<file path="config.mk">
export PLATFORM = sky130hd
export DESIGN_NAME = srb_regs
export DESIGN_NICKNAME = d
export VERILOG_FILES = /design/src/srb_pkg.sv /design/src/srb_sticky.sv /design/src/srb_regs.sv
export SDC_FILE = /design/constraint.sdc
export NUM_CORES = 1
export LEC_CHECK = 0
export ABC_AREA = 1
export BUFFER_PORTS_ARGS = -buffer_cell sky130_fd_sc_hd__buf_4
export CORE_ASPECT_RATIO = 0.6
export CORE_MARGIN = 10
export CORE_UTILIZATION = 54
export DETAILED_ROUTE_END_ITERATION = 8
export PLACE_DENSITY = 0.8
export SLEW_MARGIN = 20
export SYNTH_ARGS = -nofsm -noshare
export SYNTH_HDL_FRONTEND = slang
export SYNTH_SLANG_ARGS = --single-unit
</file>
<file path="constraint.sdc">
create_clock -name clk -period 1.2 [get_ports clk]
set_input_delay 0 -clock clk [delete_from_list [all_inputs] [get_ports clk]]
set_output_delay 0 -clock clk [all_outputs]
set_load 0.05 [all_outputs]
</file>
<file path="src/srb_pkg.sv">
/*
  Constants for the sensor status, fault and secondary data register group.
  Assumes a byte-wide register port with an 8-bit offset, clocked at 100 MHz.
*/
// Behaviour
// - Offset 0x00 returns fixed part identifier, read-only
// - Fatal flag sets on failure; soft reset clears
// - Persistent code bits 4:2; command failure bit 1
// - Persistent code reads zero without error
// - Code one for invalid accel configuration
// - Buffer drop flag bit 6, cleared on read
// - Secondary-master fault bit 7, cleared on read
// - Fault register resets zero; bit 5 reserved
// - Bit 2 high during manual secondary operation
// - Command idle bit 4 low while executing
// - State flags reset 0x10; reserved bits zero
// - Secondary sample flag bit 5, read clears
// - Accel sample flag bit 7, read clears
// - Secondary words low byte first, reset zero
// - Secondary r high byte at 0x11
package srb_pkg;

  // Register offsets
  localparam logic [7:0] OFF_PART_ID = 8'h00;
  localparam logic [7:0] OFF_FAULT = 8'h02;
  localparam logic [7:0] OFF_STATE = 8'h03;
  localparam logic [7:0] OFF_SEC_X_LO = 8'h0a;
  localparam logic [7:0] OFF_SEC_X_HI = 8'h0b;
  localparam logic [7:0] OFF_SEC_Y_LO = 8'h0c;
  localparam logic [7:0] OFF_SEC_Y_HI = 8'h0d;
  localparam logic [7:0] OFF_SEC_Z_LO = 8'h0e;
  localparam logic [7:0] OFF_SEC_Z_HI = 8'h0f;
  localparam logic [7:0] OFF_SEC_R_LO = 8'h10;
  localparam logic [7:0] OFF_SEC_R_HI = 8'h11;
  localparam logic [7:0] OFF_ACC_FIRST = 8'h12;
  localparam logic [7:0] OFF_ACC_LAST = 8'h17;
  localparam logic [7:0] OFF_IRQ_STATUS = 8'h40;
  localparam logic [7:0] OFF_IRQ_ENABLE = 8'h41;
  localparam logic [7:0] OFF_IRQ_CLEAR = 8'h42;

  // Fault register fields
  localparam int FLT_FATAL = 0;
  localparam int FLT_CMD = 1;
  localparam int FLT_CODE_LO = 2;
  localparam int FLT_CODE_HI = 4;
  localparam int FLT_BUF = 6;
  localparam int FLT_SEC = 7;

  // Persistent fault codes
  localparam logic [2:0] CODE_NONE = 3'h0;
  localparam logic [2:0] CODE_ACCEL_CONFIGURATION_REGISTER = 3'h1;

  // State flags fields
  localparam int ST_MANUAL_OP = 2;
  localparam int ST_CMD_IDLE = 4;
  localparam int ST_SEC_NEW = 5;
  localparam int ST_ACC_NEW = 7;

  // Reset values
  localparam logic [7:0] FAULT_RESET = 8'h00;
  localparam logic [7:0] STATE_RESET = 8'h10;
  localparam logic [7:0] DATA_RESET = 8'h00;

  // Interrupt event bit positions
  localparam int EV_FATAL = 0;
  localparam int EV_CMD = 1;
  localparam int EV_BUF = 2;
  localparam int EV_SEC_ERR = 3;
  localparam int EV_SEC_NEW = 4;
  localparam int EV_ACC_NEW = 5;
  localparam int EV_COUNT = 6;

endpackage : srb_pkg

</file>
<file path="src/srb_sticky.sv">
/*
  Bank of sticky flags: set pulses raise bits, clear pulses drop them.
  Assumes set and clear are synchronous to clk; a set beats a same-cycle clear.
*/
`timescale 1ns/1ns
module srb_sticky #(
  parameter int W = 4
) (
  input wire logic clk, // System clock
  input wire logic nrst, // Async reset, active low
  input wire logic [W-1:0] set, // Set pulses
  input wire logic [W-1:0] clr, // Clear pulses
  output logic [W-1:0] q // Flag levels
);

  // One flop per flag, set wins over clear
  genvar i;
  generate
    for (i = 0; i < W; i++) begin : g_flag
      always_ff @(posedge clk or negedge nrst) begin
        if (!nrst) begin
          q[i] <= 1'b0;
        end else if (set[i]) begin
          q[i] <= 1'b1;
        end else if (clr[i]) begin
          q[i] <= 1'b0;
        end
      end
    end
  endgenerate

endmodule : srb_sticky

</file>
<file path="src/srb_regs.sv">
/*
  Status, fault and secondary sensor data register group with its interrupt.
  Assumes the register port master keeps strobes one cycle long and never both
  at once; event inputs are one-cycle pulses from the rest of the sensor.
*/
`timescale 1ns/1ns
module srb_regs #(
  parameter logic [7:0] PART_ID = 8'h5a // Arbitrary identifier value
) (
  input wire logic clk, // System clock, 100 MHz
  input wire logic nrst, // Async reset, active low
  input wire logic [7:0] addr, // Register offset
  input wire logic [7:0] wdata, // Write data
  input wire logic wr, // Write strobe
  input wire logic rd, // Read strobe
  output logic [7:0] rdata, // Read data, cycle after rd
  output logic irq, // Level interrupt
  input wire logic soft_rst, // Soft reset pulse
  input wire logic fatal_evt, // Boot or power failure pulse
  input wire logic cmd_busy, // Command executing level
  input wire logic cmd_fail, // Command failed pulse
  input wire logic accel_configuration_register_bad, // Accel configuration invalid level
  input wire logic buf_drop, // Stream buffer drop pulse
  input wire logic sec_err_evt, // Secondary master error pulse
  input wire logic manual_secondary_op_flag, // Manual secondary op level
  input wire logic sec_new, // New secondary sample pulse
  input wire logic [15:0] sec_x, // Secondary x word
  input wire logic [15:0] sec_y, // Secondary y word
  input wire logic [15:0] sec_z, // Secondary z word
  input wire logic [15:0] sec_r, // Secondary r word
  input wire logic acc_new, // New accel sample pulse
  input wire logic acc_read // Accel data read elsewhere
);

  // Offset range test used by two decoders
  function automatic logic in_range(input logic [7:0] a, input logic [7:0] lo, input logic [7:0] hi);
    in_range = (a >= lo) && (a <= hi);
  endfunction : in_range

  // Access decodes
  logic rd_fault;
  logic rd_sec;
  logic rd_acc;
  logic wr_enable;
  logic wr_clear;

  // Read side effects depend on the offset being read
  assign rd_fault = rd && (addr == srb_pkg::OFF_FAULT);
  assign rd_sec = rd && in_range(addr, srb_pkg::OFF_SEC_X_LO, srb_pkg::OFF_SEC_R_HI);
  assign rd_acc = (rd && in_range(addr, srb_pkg::OFF_ACC_FIRST, srb_pkg::OFF_ACC_LAST)) || acc_read;
  assign wr_enable = wr && (addr == srb_pkg::OFF_IRQ_ENABLE);
  assign wr_clear = wr && (addr == srb_pkg::OFF_IRQ_CLEAR);

  // Fault flag bank: fatal, command, buffer, secondary
  logic [3:0] flt_set;
  logic [3:0] flt_clr;
  logic [3:0] flt_q;

  // Fatal set, cleared by soft reset
  assign flt_set[0] = fatal_evt;
  assign flt_clr[0] = soft_rst;
  assign flt_set[1] = cmd_fail;
  assign flt_clr[1] = rd_fault || soft_rst;
  assign flt_set[2] = buf_drop;
  assign flt_clr[2] = rd_fault || soft_rst;
  assign flt_set[3] = sec_err_evt;
  assign flt_clr[3] = rd_fault || soft_rst;

  srb_sticky #(
    .W(4)
  ) u_fault (
    .clk(clk),
    .nrst(nrst),
    .set(flt_set),
    .clr(flt_clr),
    .q(flt_q)
  );

  // Persistent fault code follows the configuration check
  logic [2:0] code_r;

  always_ff @(posedge clk or negedge nrst) begin
    if (!nrst) begin
      code_r <= srb_pkg::CODE_NONE;
    end else if (accel_configuration_register_bad) begin
      code_r <= srb_pkg::CODE_ACCEL_CONFIGURATION_REGISTER;
    end else begin
      code_r <= srb_pkg::CODE_NONE;
    end
  end

  // Command idle and manual operation levels
  logic cmd_idle_r;
  logic manual_r;

  always_ff @(posedge clk or negedge nrst) begin
    if (!nrst) begin
      cmd_idle_r <= srb_pkg::STATE_RESET[srb_pkg::ST_CMD_IDLE];
    end else begin
      cmd_idle_r <= !cmd_busy;
    end
  end

  always_ff @(posedge clk or negedge nrst) begin
    if (!nrst) begin
      manual_r <= srb_pkg::STATE_RESET[srb_pkg::ST_MANUAL_OP];
    end else begin
      manual_r <= manual_secondary_op_flag;
    end
  end

  // New-sample flags
  logic sec_new_r;
  logic acc_new_r;

  // Set on sample, cleared by data read
  always_ff @(posedge clk or negedge nrst) begin
    if (!nrst) begin
      sec_new_r <= srb_pkg::STATE_RESET[srb_pkg::ST_SEC_NEW];
    end else if (sec_new) begin
      sec_new_r <= 1'b1;
    end else if (rd_sec) begin
      sec_new_r <= 1'b0;
    end
  end

  // Set on sample, cleared by data read
  always_ff @(posedge clk or negedge nrst) begin
    if (!nrst) begin
      acc_new_r <= srb_pkg::STATE_RESET[srb_pkg::ST_ACC_NEW];
    end else if (acc_new) begin
      acc_new_r <= 1'b1;
    end else if (rd_acc) begin
      acc_new_r <= 1'b0;
    end
  end

  // Secondary sample words held until the next sample
  logic [15:0] sec_x_r;
  logic [15:0] sec_y_r;
  logic [15:0] sec_z_r;
  logic [15:0] sec_r_r;

  always_ff @(posedge clk or negedge nrst) begin
    if (!nrst) begin
      sec_x_r <= {srb_pkg::DATA_RESET, srb_pkg::DATA_RESET};
      sec_y_r <= {srb_pkg::DATA_RESET, srb_pkg::DATA_RESET};
      sec_z_r <= {srb_pkg::DATA_RESET, srb_pkg::DATA_RESET};
      sec_r_r <= {srb_pkg::DATA_RESET, srb_pkg::DATA_RESET};
    end else if (sec_new) begin
      sec_x_r <= sec_x;
      sec_y_r <= sec_y;
      sec_z_r <= sec_z;
      sec_r_r <= sec_r;
    end
  end

  // Assembled register images
  logic [7:0] fault_img;
  logic [7:0] state_img;

  // Fault image, bit 5 reserved zero
  always_comb begin
    fault_img = srb_pkg::FAULT_RESET;
    fault_img[srb_pkg::FLT_FATAL] = flt_q[0];
    fault_img[srb_pkg::FLT_CMD] = flt_q[1];
    fault_img[srb_pkg::FLT_CODE_HI:srb_pkg::FLT_CODE_LO] = code_r;
    fault_img[srb_pkg::FLT_BUF] = flt_q[2];
    fault_img[srb_pkg::FLT_SEC] = flt_q[3];
  end

  always_comb begin
    state_img = 8'h00;
    state_img[srb_pkg::ST_MANUAL_OP] = manual_r;
    state_img[srb_pkg::ST_CMD_IDLE] = cmd_idle_r;
    state_img[srb_pkg::ST_SEC_NEW] = sec_new_r;
    state_img[srb_pkg::ST_ACC_NEW] = acc_new_r;
  end

  // Interrupt events, status, enable
  logic [srb_pkg::EV_COUNT-1:0] ev_set;
  logic [srb_pkg::EV_COUNT-1:0] ev_clr;
  logic [srb_pkg::EV_COUNT-1:0] ev_q;
  logic [srb_pkg::EV_COUNT-1:0] ev_en_r;

  // Event pulses into sticky status
  always_comb begin
    ev_set = '0;
    ev_set[srb_pkg::EV_FATAL] = fatal_evt;
    ev_set[srb_pkg::EV_CMD] = cmd_fail;
    ev_set[srb_pkg::EV_BUF] = buf_drop;
    ev_set[srb_pkg::EV_SEC_ERR] = sec_err_evt;
    ev_set[srb_pkg::EV_SEC_NEW] = sec_new;
    ev_set[srb_pkg::EV_ACC_NEW] = acc_new;
  end

  // Writing ones to the clear register drops status bits
  assign ev_clr = wr_clear ? wdata[srb_pkg::EV_COUNT-1:0] : '0;

  srb_sticky #(
    .W(srb_pkg::EV_COUNT)
  ) u_irq_status (
    .clk(clk),
    .nrst(nrst),
    .set(ev_set),
    .clr(ev_clr),
    .q(ev_q)
  );

  // Interrupt enable register
  always_ff @(posedge clk or negedge nrst) begin
    if (!nrst) begin
      ev_en_r <= '0;
    end else if (wr_enable) begin
      ev_en_r <= wdata[srb_pkg::EV_COUNT-1:0];
    end
  end

  // Interrupt output from a flop
  always_ff @(posedge clk or negedge nrst) begin
    if (!nrst) begin
      irq <= 1'b0;
    end else begin
      irq <= |((ev_q | ev_set) & ~(ev_clr & ~ev_set) & ev_en_r);
    end
  end

  // Read multiplexer
  logic [7:0] rd_mux;

  always_comb begin
    rd_mux = 8'h00;
    case (addr)
      srb_pkg::OFF_PART_ID: rd_mux = PART_ID;
      srb_pkg::OFF_FAULT: rd_mux = fault_img;
      srb_pkg::OFF_STATE: rd_mux = state_img;
      srb_pkg::OFF_SEC_X_LO: rd_mux = sec_x_r[7:0];
      srb_pkg::OFF_SEC_X_HI: rd_mux = sec_x_r[15:8];
      srb_pkg::OFF_SEC_Y_LO: rd_mux = sec_y_r[7:0];
      srb_pkg::OFF_SEC_Y_HI: rd_mux = sec_y_r[15:8];
      srb_pkg::OFF_SEC_Z_LO: rd_mux = sec_z_r[7:0];
      srb_pkg::OFF_SEC_Z_HI: rd_mux = sec_z_r[15:8];
      srb_pkg::OFF_SEC_R_LO: rd_mux = sec_r_r[7:0];
      srb_pkg::OFF_SEC_R_HI: rd_mux = sec_r_r[15:8];
      srb_pkg::OFF_IRQ_STATUS: rd_mux = {{(8 - srb_pkg::EV_COUNT){1'b0}}, ev_q};
      srb_pkg::OFF_IRQ_ENABLE: rd_mux = {{(8 - srb_pkg::EV_COUNT){1'b0}}, ev_en_r};
      default: rd_mux = 8'h00;
    endcase
  end

  // Read data stands only in the cycle after the strobe
  always_ff @(posedge clk or negedge nrst) begin
    if (!nrst) begin
      rdata <= 8'h00;
    end else if (rd) begin
      rdata <= rd_mux;
    end else begin
      rdata <= 8'h00;
    end
  end

endmodule : srb_regs

</file>
Word level (Yosys, flattened, before mapping)
Index checks and enable logic that the tools add are counted.
{ "classes": {"reduce_logical": 24, "n_div": 0, "n_lt_le_gt_ge": 4, "mul": 0, "n_eq_ne": 13, "bitwise": 6, "n_mux": 26, "shifts": 0, "add_sub_neg": 0} }
{ "op_table": {"columns": ["operator", "count"], "rows": [
  ["$pmux W8 S13", 1],
  ["$eq A8 B4 Y1 const B", 6],
  ["$eq A8 B7 Y1 const B", 3],
  ["$reduce_bool A2 Y1", 12],
  ["$mux W1", 23],
  ["$and A6 B6 Y6", 3],
  ["$eq A8 B2 Y1 const B", 2],
  ["$eq A8 B5 Y1 const B", 2],
  ["$le A8 B5 Y1 const B", 2],
  ["$not A6 Y6", 2],
  ["$ge A8 B4 Y1 const B", 1],
  ["$ge A8 B5 Y1 const B", 1],
  ["$logic_not A8 Y1", 1],
  ["$mux W8", 1],
  ["$logic_and A1 B1 Y1", 7],
  ["$mux W6", 1],
  ["$or A6 B6 Y6", 1],
  ["$reduce_or A6 Y1", 1],
  ["$logic_or A1 B1 Y1", 2],
  ["$logic_not A1 Y1", 1]
]} }
{ "totals": {"romBits": 0, "mem_count": 0, "elab_cells": 95, "out_inout_bits": 9, "ff_bits": 96, "latchBits": 0, "in_bits": 95, "ramBits": 0} }

Depth between registers and ports, before layout
{ "depth": {"depth_word": 8, "ltp_mapped": 11, "depth_no_buf": 10} }

Hierarchy
From an unflattened synthesis, not the netlist that was laid out.
{ "unflattened": {"hier_cells": 615, "hier_area_um2": 4556.9} }
{ "by_module_without_submodules": {"columns": ["mod", "n_inst", "cells_per_inst", "seq_area_each_um2", "area_per_inst_um2"], "rows": [
  ["srb_regs", 1, 565, 2103.3, 4156.5],
  ["srb_sticky at u_irq_status", 1, 30, 150.1, 240.2],
  ["srb_sticky at u_fault", 1, 20, 100.1, 160.2]
]} }

Least setup slack after synthesis
No wires, ideal clock.
{ "synth_timing": {"path_kind": "input-to-reg", "from": "input port addr[7]", "to": "register rdata[0]", "n_path_buf": 2, "setup_time_ps": 77, "arrival_ps": 897, "slack_ps": 226, "stages": 9, "t_required_ps": 1123, "cell_sequence": "nor2_1 -> nand2_1 -> inv_2 -> buf_6 -> buf_6 -> nand3_1 -> nand3_1 -> nor2_1 -> a21oi_1"} }
{ "synth_between": {"elab_chain_len": 3, "word_cells_on_any_way": 15, "cone_classes": "eq/ne (12); mux (2); reduce/logical (1)"} }
{ "synth_rtl": {"columns": ["element", "line_no", "source"], "rows": [
  ["from (decl)", "srb_regs.sv:12", "input wire logic [7:0] addr,"],
  ["$eq A8 B7 Y1 (tied with other cells)", "srb_regs.sv:233", "case (addr)"],
  ["$pmux W8 S13 (*)", "srb_regs.sv:233", null],
  ["$mux W8 (*)", "srb_regs.sv:255", "end else if (rd) begin"],
  ["to (signal assigned)", "srb_regs.sv:256", "rdata <= rd_mux;"],
  ["to (decl)", "srb_regs.sv:16", "output logic [7:0] rdata,"]
]} }
Every way passes the cells marked *; elsewhere a longest branch is shown, timed or not.
A chain may end at the register's enable or synchronous reset.

Worst setup path in the final report
{ "layout_timing": {"from": "register sec_r_r[10]", "to": "register rdata[2]"} }
{ "layout_between": {"elab_chain_len": 2} }
{ "layout_rtl": {"columns": ["element", "line_no", "source"], "rows": [
  ["from (decl)", "srb_regs.sv:142", "logic [15:0] sec_r_r;"],
  ["from (signal assigned)", "srb_regs.sv:149", "sec_r_r <= {srb_pkg::DATA_RESET, srb_pkg::DATA_RESET};"],
  ["from (signal assigned)", "srb_regs.sv:154", "sec_r_r <= sec_r;"],
  ["$pmux W8 S13", "srb_regs.sv:233", null],
  ["$mux W8", "srb_regs.sv:255", null]
]} }
No other way between the ends.

==> results.py <==
metrics = {
    "run_status": {
        "status": "complete, no violations",
    },
    "placement": {
        "port_buffers": 101,
        "gp_congestion": 0.960,
        "dp_slack_ns": -0.297,
        "place_area_mm2": 0.00561,
        "dpl.hpwl_um": 10400,
    },
    "power": {
        "p_per_area_mw_per_mm2": 1150,
        "p_comb_frac": 0.148,
        "vdd_ir_drop_max_uv": 920,
        "clkPwrFrac": 0.402,
        "total_power_mw": 7.89,
        "switching_share": 0.252,
        "intPower_mw": 5.90,
        "p_leak_nw": 3.69,
        "p_switching_mw": 1.99,
        "p_seq_frac": 0.450,
    },
    "global_routing": {
        "met3_usage": 0.0894,
        "grt_max_degree": 69,
        "met1_usage": 0.349,
        "top_usage_layer": "met2",
        "grt_util_all_layers": 0.258,
        "grt_pass1_vias": 4818,
        "use_met2": 0.386,
        "grt_antenna_before_repair": 0,
        "grt_pass1_wl_um": 25400,
        "overflow": 0,
    },
    "clocking": {
        "cts.path.max_buffers": 2,
        "cts_max_level": 3,
        "cts.sinks": 94,
        "cts.reportedPaths.clkPinSlew_ns": 0.07,
        "clk_latency_ns": 0.35,
        "root_buffer": "clkbuf_16",
        "cts_tree": "built",
        "cts_buffers": 9,
    },
    "sta": {
        "finalCritPeriodShare": 0.926,
        "maxSlewHeadroom": 0.738,
        "slew_violations": 0,
        "clock_skew_ns": 0.00549,
        "hold_viol": 0,
        "tightest_slew_ns": 0.393,
        "layout_setup_ws_ns": 0.0889,
        "rsz0062_at_grt": "false",
        "totalNegativeSetupSlack_ns": 0,
        "post-route-min-period_ns": 1.11,
        "fmax_mhz": 900,
        "setup_violations": 0,
    },
    "drt": {
        "ant_nets": 0,
        "first_iter_violations": 599,
        "viasPerCell": 5.32,
        "routed_wl_um": 15900,
        "drcViolationCount": 0,
        "vias": 4847,
        "wl_per_cell_um": 17.5,
        "firstDrtPassIters": 5,
    },
    "yosys": {
        "ys_seq_area_frac": 0.530,
        "mappedNetlistArea_mm2": 0.00444,
        "synth_warnings": 0,
        "ys_seq_elements": 94,
        "syn_nets": 670,
        "syn_area_per_cell_um2": 7.72,
        "ys_types": 27,
        "syn_inst": 575,
    },
    "die": {
        "die_x_um": 137,
        "core.rowCount": 25,
        "initial_core_util": 0.558,
        "die_area_mm2": 0.0124,
        "core_area_mm2": 0.00795,
        "ios": 104,
        "die_y_um": 90.2,
    },
    "cells_and_area": {
        "final_cell_mix": "264 x nand2_1, 146 x buf_4, 93 x dfrtp_1",
        "utilization": 0.861,
        "design_area_mm2": 0.00684,
        "layout_commonest_cell": "nand2_1",
        "final_nets": 893,
        "multi_input_area_mm2": 0.00186,
        "area_delta_synth_final_pct": 54.1,
        "antenna-diode-count": 0,
        "drive_above_1_share": 0.235,
        "nFillCells": 469,
        "regArea_mm2": 0.00235,
    },
    "setup_path": {
        "crit_type": "reg2reg",
        "arrival_ns": 1.36,
        "critPathCaptureType": "register",
        "worstPathMaxFanout": 2,
        "critPathLaunchType": "register",
        "critPathRequiredTime_ns": 1.45,
    },
    "run": {
        "max-cap-violations": 0,
    },
    "worst_hold_path": {
        "min_path_type": "in2reg",
    },
}
synthesized netlist by cell type:
cell type	instances	area [um^2]
buf_2	4	20.0
nand4_1	2	12.5
buf_6	3	33.8
nor2_4	2	22.5
nor4_1	1	6.26
clkbuf_1	14	52.6
nor2_2	5	31.3
a21oi_1	4	20.0
o21ai_1	2	10.0
nor3_1	2	10.0
nand3_1	89	445
and3_1	1	6.26
buf_4	2	15.0
o21ai_0	11	55.1
nor2_1	31	116
nor3_2	1	10.0
dfrtp_1	93	2330
a21o_1	1	7.51
nand3_2	1	10.0
nand2_1	264	991
mux2_2	6	67.6
nand2_2	1	6.26
dfstp_2	1	26.3
o211ai_1	1	7.51
inv_1	29	109
inv_2	3	11.3
and2_1	1	6.26
layer usage:
layer / wire [um] / part of all wire
met2: 7060 / 0.44
met4: 340 / 0.021
met3: 1870 / 0.12
met5: 0 / 0
met1: 6650 / 0.42
power by group through the flow:
stage	combinational (mW)	sequential [mW]	clock, mW
finish	1.17	3.55	3.17
floorplan	0.354	3.58	0
detailed placement	0.899	3.60	0
CTS	1.12	3.54	3.19
global route	1.28	3.57	3.31
global placement	0.870	3.59	0
flip-flops by register name, indices dropped and copies added, names as in the netlist:
register        count
sec_x_r            16
rdata               8
sec_r_r            16
sec_z_r            16
u_irq_status.q      6
manual_r            1
acc_new_r           1
ev_en_r             6
irq                 1
cmd_idle_r          1
sec_new_r           1
code_r              1
u_fault.q           4
sec_y_r            16
cell type report:
type,count,share of cell area
Clock buffer,10,0.0349
Timing Repair Buffer,235,0.298
Tap cell,108,0.0198
Sequential cell,94,0.344
Inverter,32,0.0176
Clock inverter,6,0.0134
Multi-Input combinational cell,426,0.272
critical path, stage by stage, from the launching register on:
cell and delay, ns:
dfrtp_1 0.40, nand3_1 0.09, o21ai_0 0.09, buf_4 0.15
nor2_4 0.08, nand3_1 0.08, nand2_1 0.08, inv_1 0.04
cells by family after synthesis:
kind of cell / after synthesis / share of synthesized area
buffers and inverters: 55 / 0.0544
AND/OR/NAND/NOR: 401 / 0.377
flip-flops: 94 / 0.530
AO/OA/AOI/OAI: 19 / 0.0226
multiplexers: 6 / 0.0152
worst paths after layout:
path,from,end,slack (ns),cells past startpoint
worst max-delay path,sec_r_r[10],rdata[2],0.09,7
worst min-delay path,addr[3],acc_new_r,0.04,3
worst max register to register,sec_r_r[10],rdata[2],0.09,7
worst min register to register,sec_y_r[6],sec_y_r[6],0.48,2
max in group asynchronous,nrst,sec_r_r[8],0.58,3
min in group asynchronous,nrst,sec_z_r[11],0.11,2
what timing repair did:
action,in CTS,in global routing
setup buffers,0,5
resized for setup,0,6
hold buffers,84,0
endpoints found under the hold margin,183,0
endpoints found under the setup margin,0,5
per-stage QoR:
| step | hold WS [ns] | cells |
|---|---|---|
| final | 0.0403 | 911 |
| after global routing | 0.0522 | 911 |
| after CTS | 0.0313 | 906 |
| after detailed placement | -0.0537 | 806 |
| after global placement | -0.0577 | 806 |
| after floorplan | -0.296 | 575 |
Power figures use the tool's default switching activity.
